File: config.mk
export PLATFORM = sky130hd
export DESIGN_NAME = smi_indexer
export DESIGN_NICKNAME = d
export VERILOG_FILES = /design/src/logic/smi_pkg.sv /design/src/logic/smi_tgt_if.sv /design/src/logic/smi_sine_rom.sv /design/src/logic/smi_indexer.sv
export VERILOG_INCLUDE_DIRS = /design/src /design/src/logic
export SDC_FILE = /design/constraint.sdc
export NUM_CORES = 1
export LEC_CHECK = 0
export BUFFER_PORTS_ARGS = -buffer_cell sky130_fd_sc_hd__buf_4
export CAP_MARGIN = 20
export CORE_MARGIN = 2
export CORE_UTILIZATION = 30
export CTS_CLUSTER_DIAMETER = 80
export CTS_CLUSTER_SIZE = 24
export DETAILED_ROUTE_END_ITERATION = 16
export PLACE_DENSITY = 0.45
export REMOVE_ABC_BUFFERS = 1
export SLEW_MARGIN = 0
export SYNTH_ARGS = -nofsm -noshare
export SYNTH_HDL_FRONTEND = slang
export SYNTH_SLANG_ARGS = --single-unit
File: constraint.sdc
create_clock -name clock -period 9.5 [get_ports clock]
set_input_delay 0.475 -clock clock [delete_from_list [all_inputs] [get_ports clock]]
set_output_delay 0.475 -clock clock [all_outputs]
set_load 0.02 [all_outputs]
File: src/logic/smi_defs.svh
`ifndef SMI_DEFS_SVH
`define SMI_DEFS_SVH

// Position counter: one electrical cycle at the finest resolution
`define SMI_POS_W        10
`define SMI_POS_HOME     10'h080
`define SMI_FULL_OFS     10'h080
`define SMI_QUARTER      9'h100
`define SMI_POS_ONE      10'h001

// Step resolution codes
`define SMI_MODE_FULL100 4'h0
`define SMI_MODE_FULL71  4'h1
`define SMI_MODE_NCHALF  4'h2
`define SMI_MODE_HALF    4'h3
`define SMI_MODE_QUARTER 4'h4
`define SMI_MODE_EIGHTH  4'h5
`define SMI_MODE_16      4'h6
`define SMI_MODE_32      4'h7
`define SMI_MODE_64      4'h8
`define SMI_MODE_128     4'h9
`define SMI_MODE_256     4'hA

// Position increments per step, in finest states
`define SMI_INC_FULL     10'h100
`define SMI_INC_HALF     10'h080
`define SMI_INC_QUARTER  10'h040
`define SMI_INC_EIGHTH   10'h020
`define SMI_INC_16       10'h010
`define SMI_INC_32       10'h008
`define SMI_INC_64       10'h004
`define SMI_INC_128      10'h002
`define SMI_INC_256      10'h001

// Targets in percent of full scale
`define SMI_PCT_W        8
`define SMI_PCT_FULL     8'h64
`define SMI_PCT_71       8'h47
`define SMI_PCT_ZERO     8'h00

// Coarse sine table: entries per quarter, fine states per entry
`define SMI_TBL_LAST     6'h20
`define SMI_TBL_SHIFT    3

`endif

File: src/logic/smi_pkg.sv
package smi_pkg;

  typedef enum logic [3:0] {
    SMI_FULL100 = 4'h0,
    SMI_FULL71  = 4'h1,
    SMI_NCHALF  = 4'h2,
    SMI_HALF    = 4'h3,
    SMI_QUARTER = 4'h4,
    SMI_EIGHTH  = 4'h5,
    SMI_S16     = 4'h6,
    SMI_S32     = 4'h7,
    SMI_S64     = 4'h8,
    SMI_S128    = 4'h9,
    SMI_S256    = 4'hA
  } smi_mode_t;

  typedef struct packed {
    logic [9:0]        pos;
    logic              step_d;
    logic [3:0]        mode_prev;
    logic              hold_once;
    logic signed [7:0] tgt_a;
    logic signed [7:0] tgt_b;
  } smi_state_t;

endpackage

File: src/logic/smi_tgt_if.sv
`timescale 1ns/1ps
interface smi_tgt_if;
  logic [9:0]        angle;
  logic signed [7:0] sin_pct;
  logic signed [7:0] cos_pct;

  modport indexer (
    output angle,
    input  sin_pct,
    input  cos_pct
  );

  modport table_side (
    input  angle,
    output sin_pct,
    output cos_pct
  );
endinterface

File: src/logic/smi_sine_rom.sv
`timescale 1ns/1ps
`include "smi_defs.svh"

module smi_sine_rom (
  smi_tgt_if.table_side tgt
);

  ////////////////////////////////////////////////////////////////////////
  // Coarse quarter wave, fine states between entries interpolated
  // Exact on every eighth-step point
  function automatic logic [7:0] smi_coarse(input logic [5:0] k);
    case (k)
      6'h00: smi_coarse = 8'h00;  6'h01: smi_coarse = 8'h05;
      6'h02: smi_coarse = 8'h0A;  6'h03: smi_coarse = 8'h0F;
      6'h04: smi_coarse = 8'h14;  6'h05: smi_coarse = 8'h18;
      6'h06: smi_coarse = 8'h1D;  6'h07: smi_coarse = 8'h22;
      6'h08: smi_coarse = 8'h26;  6'h09: smi_coarse = 8'h2B;
      6'h0A: smi_coarse = 8'h2F;  6'h0B: smi_coarse = 8'h33;
      6'h0C: smi_coarse = 8'h38;  6'h0D: smi_coarse = 8'h3C;
      6'h0E: smi_coarse = 8'h3F;  6'h0F: smi_coarse = 8'h43;
      6'h10: smi_coarse = 8'h47;  6'h11: smi_coarse = 8'h4A;
      6'h12: smi_coarse = 8'h4D;  6'h13: smi_coarse = 8'h50;
      6'h14: smi_coarse = 8'h53;  6'h15: smi_coarse = 8'h56;
      6'h16: smi_coarse = 8'h58;  6'h17: smi_coarse = 8'h5A;
      6'h18: smi_coarse = 8'h5C;  6'h19: smi_coarse = 8'h5E;
      6'h1A: smi_coarse = 8'h60;  6'h1B: smi_coarse = 8'h61;
      6'h1C: smi_coarse = 8'h62;  6'h1D: smi_coarse = 8'h63;
      default: smi_coarse = 8'h64;
    endcase
  endfunction

  // Magnitude for a fine index 0..256 within a quarter
  function automatic logic [7:0] smi_quarter(input logic [8:0] idx);
    logic [5:0] k;
    logic [2:0] f;
    logic [7:0] lo;
    logic [7:0] hi;
    logic [10:0] step;
    k    = idx[8:3];
    f    = idx[2:0];
    lo   = smi_coarse(k);
    hi   = (k == `SMI_TBL_LAST) ? lo : smi_coarse(k + 6'h01);
    step = 11'((hi - lo) * f) + 11'h004;
    smi_quarter = lo + 8'(step >> `SMI_TBL_SHIFT);
  endfunction

  // Sign from quadrant, mirrored index in quadrants 1 and 3
  function automatic logic signed [7:0] smi_sine(input logic [9:0] a);
    logic [8:0] idx;
    logic [7:0] mag;
    idx = a[8] ? (`SMI_QUARTER - {1'b0, a[7:0]}) : {1'b0, a[7:0]};
    mag = smi_quarter(idx);
    smi_sine = a[9] ? -$signed(mag) : $signed(mag);
  endfunction

  ////////////////////////////////////////////////////////////////////////
  // Shared quarter table
  assign tgt.sin_pct = smi_sine(tgt.angle);
  // Quarter turn ahead gives cosine; wraps within one cycle
  assign tgt.cos_pct = smi_sine(10'(tgt.angle + `SMI_FULL_OFS
                                    + `SMI_FULL_OFS));

endmodule

File: src/logic/smi_indexer.sv
// Contract
// Separate current targets for winding A and winding B.
// Code 0 full step at 100%, code 1 full step at 71%.
// Code 2 noncircular half step, code 3 circular half step.
// Codes 4..10 select quarter through 1/256 microstepping.
// Winding A target is sine, winding B cosine, in signed percent.
// Positive target means current from first to second terminal.
// Each step rising edge advances exactly one state of the mode.
// Direction high raises angle, low reverses; set before step edge.
// After a resolution change, next edge goes to next valid state.
// Reverse, full angle, micro to full change: first edge holds.
// Home is 45 degrees after reset, undervoltage exit, sleep exit.
// Eighth step has 32 states; 0/100, 71/71, 100/0 examples.
// Quarter and half visit subsets; 71% full step uses diagonals.
// Finer modes follow the same sine pattern, evenly spaced.
// Full step 100% uses diagonals with targets of plus/minus 100.
// Noncircular half uses 45 degree states with 0 or 100 targets.
// Position wraps modulo one cycle; 1024 states at 1/256.
// Targets come from one quarter table, sign from quadrant.
`timescale 1ns/1ps
`include "smi_defs.svh"

module smi_indexer (
  input  wire logic              clock,
  input  wire logic              resetn,
  input  wire logic              step_in,
  input  wire logic              dir_in,
  input  wire logic [3:0]        step_mode,
  input  wire logic              sleep_req,
  input  wire logic              uvlo_active,
  output logic signed [7:0]      winding_a_output,
  output logic signed [7:0]      winding_b_output,
  output logic [9:0]             electrical_position
);

  ////////////////////////////////////////////////////////////////////////
  // Mode decoding

  // Evenly spaced steps
  function automatic logic [9:0] smi_inc(input logic [3:0] m);
    case (m)
      `SMI_MODE_FULL100, `SMI_MODE_FULL71: smi_inc = `SMI_INC_FULL;
      `SMI_MODE_NCHALF, `SMI_MODE_HALF:    smi_inc = `SMI_INC_HALF;
      `SMI_MODE_QUARTER:                   smi_inc = `SMI_INC_QUARTER;
      `SMI_MODE_EIGHTH:                    smi_inc = `SMI_INC_EIGHTH;
      `SMI_MODE_16:                        smi_inc = `SMI_INC_16;
      `SMI_MODE_32:                        smi_inc = `SMI_INC_32;
      `SMI_MODE_64:                        smi_inc = `SMI_INC_64;
      `SMI_MODE_128:                       smi_inc = `SMI_INC_128;
      default:                             smi_inc = `SMI_INC_256;
    endcase
  endfunction

  function automatic logic smi_is_full(input logic [3:0] m);
    smi_is_full = (m == `SMI_MODE_FULL100) || (m == `SMI_MODE_FULL71);
  endfunction

  function automatic logic [9:0] smi_offset(input logic [3:0] m);
    smi_offset = smi_is_full(m) ? `SMI_FULL_OFS : 10'h000;
  endfunction

  ////////////////////////////////////////////////////////////////////////
  // State

  smi_pkg::smi_state_t st_reg;
  smi_pkg::smi_state_t st_next;
  smi_tgt_if           tgt ();

  logic [9:0] inc_w;
  logic [9:0] ofs_w;
  logic [9:0] rel_w;
  logic [9:0] mask_w;
  logic       aligned_w;
  logic       step_rise;
  logic       go_home;
  logic       hold_edge;

  smi_sine_rom u_rom (
    .tgt (tgt.table_side)
  );

  assign inc_w     = smi_inc(step_mode);
  assign ofs_w     = smi_offset(step_mode);
  assign mask_w    = inc_w - `SMI_POS_ONE;
  assign rel_w     = st_reg.pos - ofs_w;
  assign aligned_w = (rel_w & mask_w) == 10'h000;
  assign step_rise = step_in && !st_reg.step_d;
  // Sleep and undervoltage keep the indexer parked at home
  assign go_home   = sleep_req || uvlo_active;
  // Held edge
  assign hold_edge = st_reg.hold_once && !dir_in && aligned_w
                     && smi_is_full(step_mode);

  assign tgt.angle = st_reg.pos;

  ////////////////////////////////////////////////////////////////////////
  // Next state

  always_comb begin
    st_next        = st_reg;
    st_next.step_d = step_in;
    st_next.mode_prev = step_mode;
    // Arm on micro to full
    if (smi_is_full(step_mode) && !smi_is_full(st_reg.mode_prev)) begin
      st_next.hold_once = 1'b1;
    end else if (!smi_is_full(step_mode)) begin
      st_next.hold_once = 1'b0;
    end
    if (go_home) begin
      // Home on sleep or undervoltage
      st_next.pos       = `SMI_POS_HOME;
      st_next.hold_once = 1'b0;
    end else if (step_rise) begin
      st_next.hold_once = 1'b0;
      if (hold_edge) begin
        st_next.pos = st_reg.pos;
      end else if (dir_in) begin
        // Forward direction
        // Realign to new mode
        // Natural wrap
        st_next.pos = ofs_w + (rel_w & ~mask_w) + inc_w;
      end else if (!aligned_w) begin
        // Realign downward
        st_next.pos = ofs_w + (rel_w & ~mask_w);
      end else begin
        // One state back
        st_next.pos = st_reg.pos - inc_w;
      end
    end
    // Sign carries polarity
    case (step_mode)
      `SMI_MODE_FULL100: begin
        // Full 100% targets
        st_next.tgt_a = tgt.sin_pct[7] ? -$signed(`SMI_PCT_FULL)
                                       : $signed(`SMI_PCT_FULL);
        st_next.tgt_b = tgt.cos_pct[7] ? -$signed(`SMI_PCT_FULL)
                                       : $signed(`SMI_PCT_FULL);
      end
      `SMI_MODE_FULL71: begin
        // Full 71% targets
        st_next.tgt_a = tgt.sin_pct[7] ? -$signed(`SMI_PCT_71)
                                       : $signed(`SMI_PCT_71);
        st_next.tgt_b = tgt.cos_pct[7] ? -$signed(`SMI_PCT_71)
                                       : $signed(`SMI_PCT_71);
      end
      `SMI_MODE_NCHALF: begin
        // Square targets
        st_next.tgt_a = tgt.sin_pct[7] ? -$signed(`SMI_PCT_FULL)
                      : (tgt.sin_pct == $signed(`SMI_PCT_ZERO))
                        ? $signed(`SMI_PCT_ZERO) : $signed(`SMI_PCT_FULL);
        st_next.tgt_b = tgt.cos_pct[7] ? -$signed(`SMI_PCT_FULL)
                      : (tgt.cos_pct == $signed(`SMI_PCT_ZERO))
                        ? $signed(`SMI_PCT_ZERO) : $signed(`SMI_PCT_FULL);
      end
      default: begin
        // Sine and cosine
        // Modes by code
        st_next.tgt_a = tgt.sin_pct;
        st_next.tgt_b = tgt.cos_pct;
      end
    endcase
  end

  always_ff @(posedge clock) begin
    if (!resetn) begin
      // Power-up home
      st_reg.pos       <= `SMI_POS_HOME;
      st_reg.step_d    <= 1'b1;
      st_reg.mode_prev <= `SMI_MODE_FULL100;
      st_reg.hold_once <= 1'b0;
      st_reg.tgt_a     <= $signed(`SMI_PCT_71);
      st_reg.tgt_b     <= $signed(`SMI_PCT_71);
    end else begin
      st_reg <= st_next;
    end
  end

  // Two winding targets
  assign winding_a_output    = st_reg.tgt_a;
  assign winding_b_output    = st_reg.tgt_b;
  assign electrical_position = st_reg.pos;

  ////////////////////////////////////////////////////////////////////////
  // Checks

  logic [9:0] pos_delta;
  assign pos_delta = st_next.pos - st_reg.pos;
endmodule

## After elaboration in Yosys (flattened, before gate mapping)

Memory sizes are Yosys's and may differ from the RTL's.
Index checks and enable logic that the tools add are counted.

- $add $sub $neg: 19
- $mul: 2
- Equal/unequal tests: 6
- Mux-type cells: 24
- Bitwise logic cells: 5
- Reduce and logical (&&, ||, !) cells: 19

Operators with widths:

| cell | count |
|---|---|
| $mux 8 | 15 |
| $pmux 16 s3 | 1 |
| $add 11x3->11 const B | 2 |
| $mul 11x3->11 | 2 |
| $add 10x8->10 const B | 2 |
| $and 10x10->10 | 2 |
| $mux 10 | 2 |
| $mux 9 | 2 |
| $sub 8x8->9 | 2 |
| $sub 9x8->9 const A | 2 |
| $add 8x8->8 | 2 |
| $logic_not 8->1 | 2 |
| $neg 8->8 | 2 |
| $mux 7 | 2 |
| $add 6x1->6 const B | 2 |
| $eq 6x6->1 const B | 2 |
| $add 10x10->10 | 1 |
| $add 8x10->10 | 1 |
| $logic_not 10->1 | 1 |
| $not 10->10 | 1 |
| $sub 10x1->10 const B | 1 |
| $sub 10x10->10 | 1 |
| $sub 10x8->10 | 1 |
| $eq 4x1->1 const B | 2 |
| other kinds (11) | 22 |

- Flip-flop bits (word level): 32
- Bits in read-only memories: 1040
- Input port bits: 10
- Output and inout port bits: 26
- Logic and storage cells: 86
- Memories: 5

Memories:

| name | words | bits a word | rd ports | clocked after Yosys merged registers in | wr ports | RTL line | text |
|---|---|---|---|---|---|---|---|
| (no name shown) | 32 | 7 | 1 | 0 | 0 | smi_sine_rom.sv:12 | `case (k)` |
| (no name shown) | 32 | 7 | 1 | 0 | 0 | smi_sine_rom.sv:12 |  |
| (no name shown) | 32 | 7 | 1 | 0 | 0 | smi_sine_rom.sv:12 |  |
| (no name shown) | 32 | 7 | 1 | 0 | 0 | smi_sine_rom.sv:12 |  |
| (no name shown) | 16 | 9 | 1 | 0 | 0 | smi_indexer.sv:41 | `case (m)` |

## Depth between registers and ports, before layout

An unclocked memory read counts as a cell.

- Depth after elaboration: 18
- Depth in mapped cells: 42
- Gate-level depth less buffers: 39

## Modules after synthesis

A second synthesis with hierarchy kept.

- Cell total of the unflattened synthesis: 1125
- Area total of the unflattened synthesis: 8444.3 um^2

By module, submodules not included:

| module | times used | cells each | area each (um^2) | seq. area each (um^2) |
|---|---|---|---|---|
| smi_sine_rom | 1 | 763 | 5637.9 | 0.0 |
| smi_indexer | 1 | 362 | 2806.4 | 620.6 |

## Worst setup path before layout

OpenSTA, ideal clock, no wires.

- Kind: flip-flop to flip-flop
- From: register st_reg, in the netlist electrical_position[0]
- To: register st_reg, in the netlist winding_a_output[6]
- Setup time: 0.114 ns
- Data arrival time: 8.580 ns
- Required time: 9.386 ns
- Path slack: 0.806 ns
- Cell stages (with the launch flop): 37
- Path buffers: 3
- Clock period less this slack: 8.694 ns
- Cell sequence: dfxtp_1 -> buf_6 -> clkbuf_1 -> clkinv_1 -> ha_1 -> nor3b_4 -> nand2b_1 -> xnor2_1 -> ha_1 -> inv_1 -> nor4_2 -> or2_1 -> buf_6 -> mux4_2 -> nand2_1 -> a21o_1 -> ha_1 -> fa_1 -> or2_2 -> ha_1 -> inv_1 -> ha_1 -> a31o_2 -> ha_1 -> fa_1 -> a21o_1 -> a21oi_1 -> xnor2_1 -> ha_1 -> o21ai_0 -> o21bai_1 -> a21oi_1 -> xnor2_1 -> or4b_1 -> a311oi_1 -> o21ai_0 -> a21o_1

- Longest elaborated chain between the ends: 16
- Elaborated cells between the ends (all ways): 21
- Those cells by class: add/sub (6); mul (1); eq/ne (1); mux (10); reduce/logical (1); memory (2)

Ends and longest elaborated chain:

| element | RTL line | text |
|---|---|---|
| start, declared | smi_indexer.sv:65 | `smi_pkg::smi_state_t st_reg;` |
| start signal, assigned | smi_indexer.sv:174 | `st_reg <= st_next;` |
| $sub 9x8->9 (no line) | -- |  |
| $mux 9 * | smi_sine_rom.sv:51 | `` idx = a[8] ? (`SMI_QUARTER - {1'b0, a[7:0]}) : {1'b0, a[7:0]}; `` |
| $add 6x1->6 | smi_sine_rom.sv:42 | `` hi = (k == `SMI_TBL_LAST) ? lo : smi_coarse(k + 6'h01); `` |
| $mem_v2 32x7 | -- |  |
| $mux 8 | smi_sine_rom.sv:12 |  |
| $mux 8 | smi_sine_rom.sv:42 |  |
| $sub 8x8->9 | smi_sine_rom.sv:43 | `step = 11'((hi - lo) * f) + 11'h004;` |
| $mul 11x3->11 | smi_sine_rom.sv:43 |  |
| $add 11x3->11 | smi_sine_rom.sv:43 |  |
| $add 8x8->8 * | smi_sine_rom.sv:44 | `` smi_quarter = lo + 8'(step >> `SMI_TBL_SHIFT); `` |
| $neg 8->8 | smi_sine_rom.sv:53 | `smi_sine = a[9] ? -$signed(mag) : $signed(mag);` |
| $mux 8 * | smi_sine_rom.sv:53 |  |
| $logic_not 8->1 | smi_indexer.sv:149 | `` : (tgt.sin_pct == $signed(`SMI_PCT_ZERO)) `` |
| $mux 7 | smi_indexer.sv:149 |  |
| $mux 8 | smi_indexer.sv:148 | `` st_next.tgt_a = tgt.sin_pct[7] ? -$signed(`SMI_PCT_FULL) `` |
| $pmux 16 s3 * | smi_indexer.sv:131 | `case (step_mode)` |

Every way passes the cells marked *; elsewhere a longest branch is shown, timed or not.
A chain may end at the register's enable or synchronous reset.

## Final worst setup path

- From: register st_reg, in the netlist electrical_position[1]
- To: register st_reg, in the netlist winding_b_output[5]

- Longest elaborated chain between the ends: 18
- Elaborated cells between the ends (all ways): 23
- Those cells by class: add/sub (8); mul (1); eq/ne (1); mux (10); reduce/logical (1); memory (2)

Ends and longest elaborated chain:

| element | RTL line | text |
|---|---|---|
| $add 10x8->10 (no line) * (2 in series) | -- |  |
| $sub 9x8->9 (no line) | -- |  |
| $mux 9 | smi_sine_rom.sv:51 |  |
| $add 6x1->6 | smi_sine_rom.sv:42 |  |
| $mem_v2 32x7 | -- |  |
| $mux 8 | smi_sine_rom.sv:12 |  |
| $mux 8 | smi_sine_rom.sv:42 |  |
| $sub 8x8->9 | smi_sine_rom.sv:43 |  |
| $mul 11x3->11 | smi_sine_rom.sv:43 |  |
| $add 11x3->11 | smi_sine_rom.sv:43 |  |
| $add 8x8->8 | smi_sine_rom.sv:44 |  |
| $neg 8->8 | smi_sine_rom.sv:53 |  |
| $mux 8 * | smi_sine_rom.sv:53 |  |
| $logic_not 8->1 | smi_indexer.sv:152 | `` : (tgt.cos_pct == $signed(`SMI_PCT_ZERO)) `` |
| $mux 7 | smi_indexer.sv:152 |  |
| $mux 8 | smi_indexer.sv:151 | `` st_next.tgt_b = tgt.cos_pct[7] ? -$signed(`SMI_PCT_FULL) `` |
| $pmux 16 s3 * | smi_indexer.sv:131 |  |

Marked as above.

==> run metrics <==
outcome=completed; skew final=0.00490 ns; critical path class=reg2reg; Leakage=0.00389 uW; crit start category=flop; power per cell area=65.5 nW/um2; worst-path fanout max=9; required time of the critical path=9.67 ns; final wirelength=23.1 mm; post_cts resized=0; Syn Area/Cell=7.52 um2; Antenna Diode Count=0; PortBufs=35; gpl congestion=0.854; CTS tree=yes; leading post-synthesis cells by cell area=ha_1 17%, dfxtp_1 7.7%, xnor2_1 6.3%; most frequent cells in the layout=117 x nor2_1, 112 x ha_1, 91 x nand2_1, 69 x o21ai_0, 68 x inv_1; worst slew pin tran=0.896 ns; endpoints failing setup=0; DPL Wire Length=18.5 mm; top cell family by delay on the critical path=adder cells; synthesis-to-layout area growth=7.71%; # DRC=0; final hold vios=0; M2 GR Usage=29.6%; clock root cell=clkbuf_16; Hold Path Stages=2; GR Util All Layers=16.6%; Max clock buf depth=2; Fmax achieved=115 MHz; commonest non-fill, non-tap cell in the layout=nor2_1; DR iter-0 viols=468; crit path DAT=8.83 ns; clk sinks=31; hold buffer count at CTS=0; top cell type's share of synthesized area=17.5%; FFs w/ async S/R, synth=0%; Reg2Reg Depth=36; Rows=60; Antenna Nets Post-Route=0; Worst-Skew Late Latency=0.28 ns; synthesized area=8090 um2; initial antenna violation count=0; Synth Flop Type=dfxtp_1; largest area contributor in the netlist=ha_1; Fill cells=2909; largest net degree at the start of global routing=28; Die Y=168 um; Nets=1213; max reg flops=10; full die area=28300 um2; sequential area share after synthesis=7.67%; Rel. slew slack=39.8%; # H-tree levels=2; cell mode on critical path=ha_1; DIE WIDTH=168 um; vias in the first global route=7368; Yosys reg bits=31; Gate Count Post-Synth=1076; fraction of the cycle the final worst path needs=91.2%; met3 GRT Util=1.34%; Post-synth EDFFs=0; Num CTS Buffers=5; path length in cells of the critical path=36; Vias=7420; Setup TNS=0 ns; Register Area=621 um2; final worst setup slack=0.838 ns; dpl ws=0.741 ns; Via density=5.26; met1 Resource Use GR=21.7%; drt first pass iters=5; Crit. End Element=flop; first-pass GRT wire length=38.6 mm; Max IR drop VDD=0.0605 mV; Tmin final=8.66 ns; CP Buf/Inv Count=4; remaining global-route overflow=0; Max Cap Viol=0; Post-CTS Setup Bufs=0; Netlist cell types=92; Syn. warnings=0; Multi-input gate area=6790 um2; RSZ-0062 raised after global routing=false; WHS=0.388 ns; share of layout cells above drive strength 1=11.0%; clock-pin slew on the worst setup and hold paths=0.06 ns; Initial Util=30.3%; worst min path class=in2reg; Ports=36; total core area=26700 um2; Final Max Slew Viols=0; Slowest cell on crit path=mux4_2; Crit path largest cell delay=0.56 ns; DR WL/cell=16.4 um; GR peak layer=met2
[synthesized netlist by cell type, types with 7 or more instances]
| master | n |
|---|---|
| a211oi_1 | 16 |
| buf_4 | 29 |
| nor3_1 | 34 |
| xor2_1 | 20 |
| fa_1 | 21 |
| a21oi_1 | 57 |
| o41ai_1 | 10 |
| buf_2 | 15 |
| nand2_1 | 91 |
| or3_1 | 8 |
| or2_2 | 8 |
| o21bai_1 | 7 |
| mux2i_1 | 10 |
| clkbuf_1 | 25 |
| dfxtp_1 | 31 |
| xnor2_1 | 58 |
| nor2_1 | 118 |
| o21ai_0 | 69 |
| ha_1 | 113 |
| a211o_1 | 7 |
| and2_1 | 18 |
| o211ai_1 | 13 |
| nor2b_1 | 16 |
| o21a_1 | 11 |
| a21o_1 | 19 |
| inv_1 | 68 |
| nand3_1 | 13 |
| nand2b_1 | 19 |
[power by group]
group          total, uW  switching [uW]  internal (uW)
logic                238             140           98.1
registers            139            2.60            136
clock network        194            63.6            130
total                571             206            365
[worst paths after layout]
path / slack [ns] / startpoint / to
setup reg to reg: 0.84 / electrical_position[1] / winding_b_output[5]
hold / removal: 0.39 / step_in / st_reg[21]
hold reg to reg: 0.53 / st_reg[19] / st_reg[16]
setup / recovery: 0.84 / electrical_position[1] / winding_b_output[5]
[per-stage QoR]
step | instance area (um2) | std cells | utilization [%] | total power, uW
3_5_place_dp | 8540 | 1403 | 32.0 | 380
6_report | 8720 | 1411 | 32.6 | 571
3_3_place_gp | 8540 | 1403 | 32.0 | 380
2_1_floorplan | 7680 | 1005 | - | 314
5_1_grt | 8720 | 1411 | 32.6 | 612
4_1_cts | 8710 | 1411 | 32.6 | 576
[routing by layer]
| metal | vias to the layer above | part of all wire (%) |
|---|---|---|
| met5 | - | 0 |
| met4 | 0 | 1.8 |
| met3 | 29 | 2.6 |
| met2 | 117 | 48 |
| met1 | 3490 | 47 |
| li1 | 3784 | - |
[final cells by class]
class	instances	area share, %
clock buffer	6	1.59
tap	341	4.89
multi-input combinational	899	77.8
sequential	31	7.12
clock inverter	2	0.402
timing repair buffer	57	4.91
inverter	75	3.26
[cells by family after synthesis]
family | count (synthesis) | share of synthesized area (%)
xor+xnor | 90 | 11.4
compound gates | 297 | 25.0
mux | 18 | 2.91
other cells | 1 | 0.0463
simple gates | 359 | 21.8
flops | 31 | 7.67
fa+ha+maj | 134 | 22.7
buf+inv | 146 | 8.56
[worst reg2reg max path: cells and delay by family, from the launching register on]
| family | cells | cell delay, ns |
|---|---|---|
| adder cells (fa/ha/maj) | 8 | 2.38 |
| AO/OA/AOI/OAI | 10 | 2.06 |
| AND/OR/NAND/NOR | 9 | 1.91 |
| XOR/XNOR | 4 | 0.84 |
| multiplexers | 1 | 0.56 |
| buffers and inverters | 4 | 0.48 |
| flip-flops | 1 | 0.31 |
Note: power is estimated with default switching activity, not from simulation.
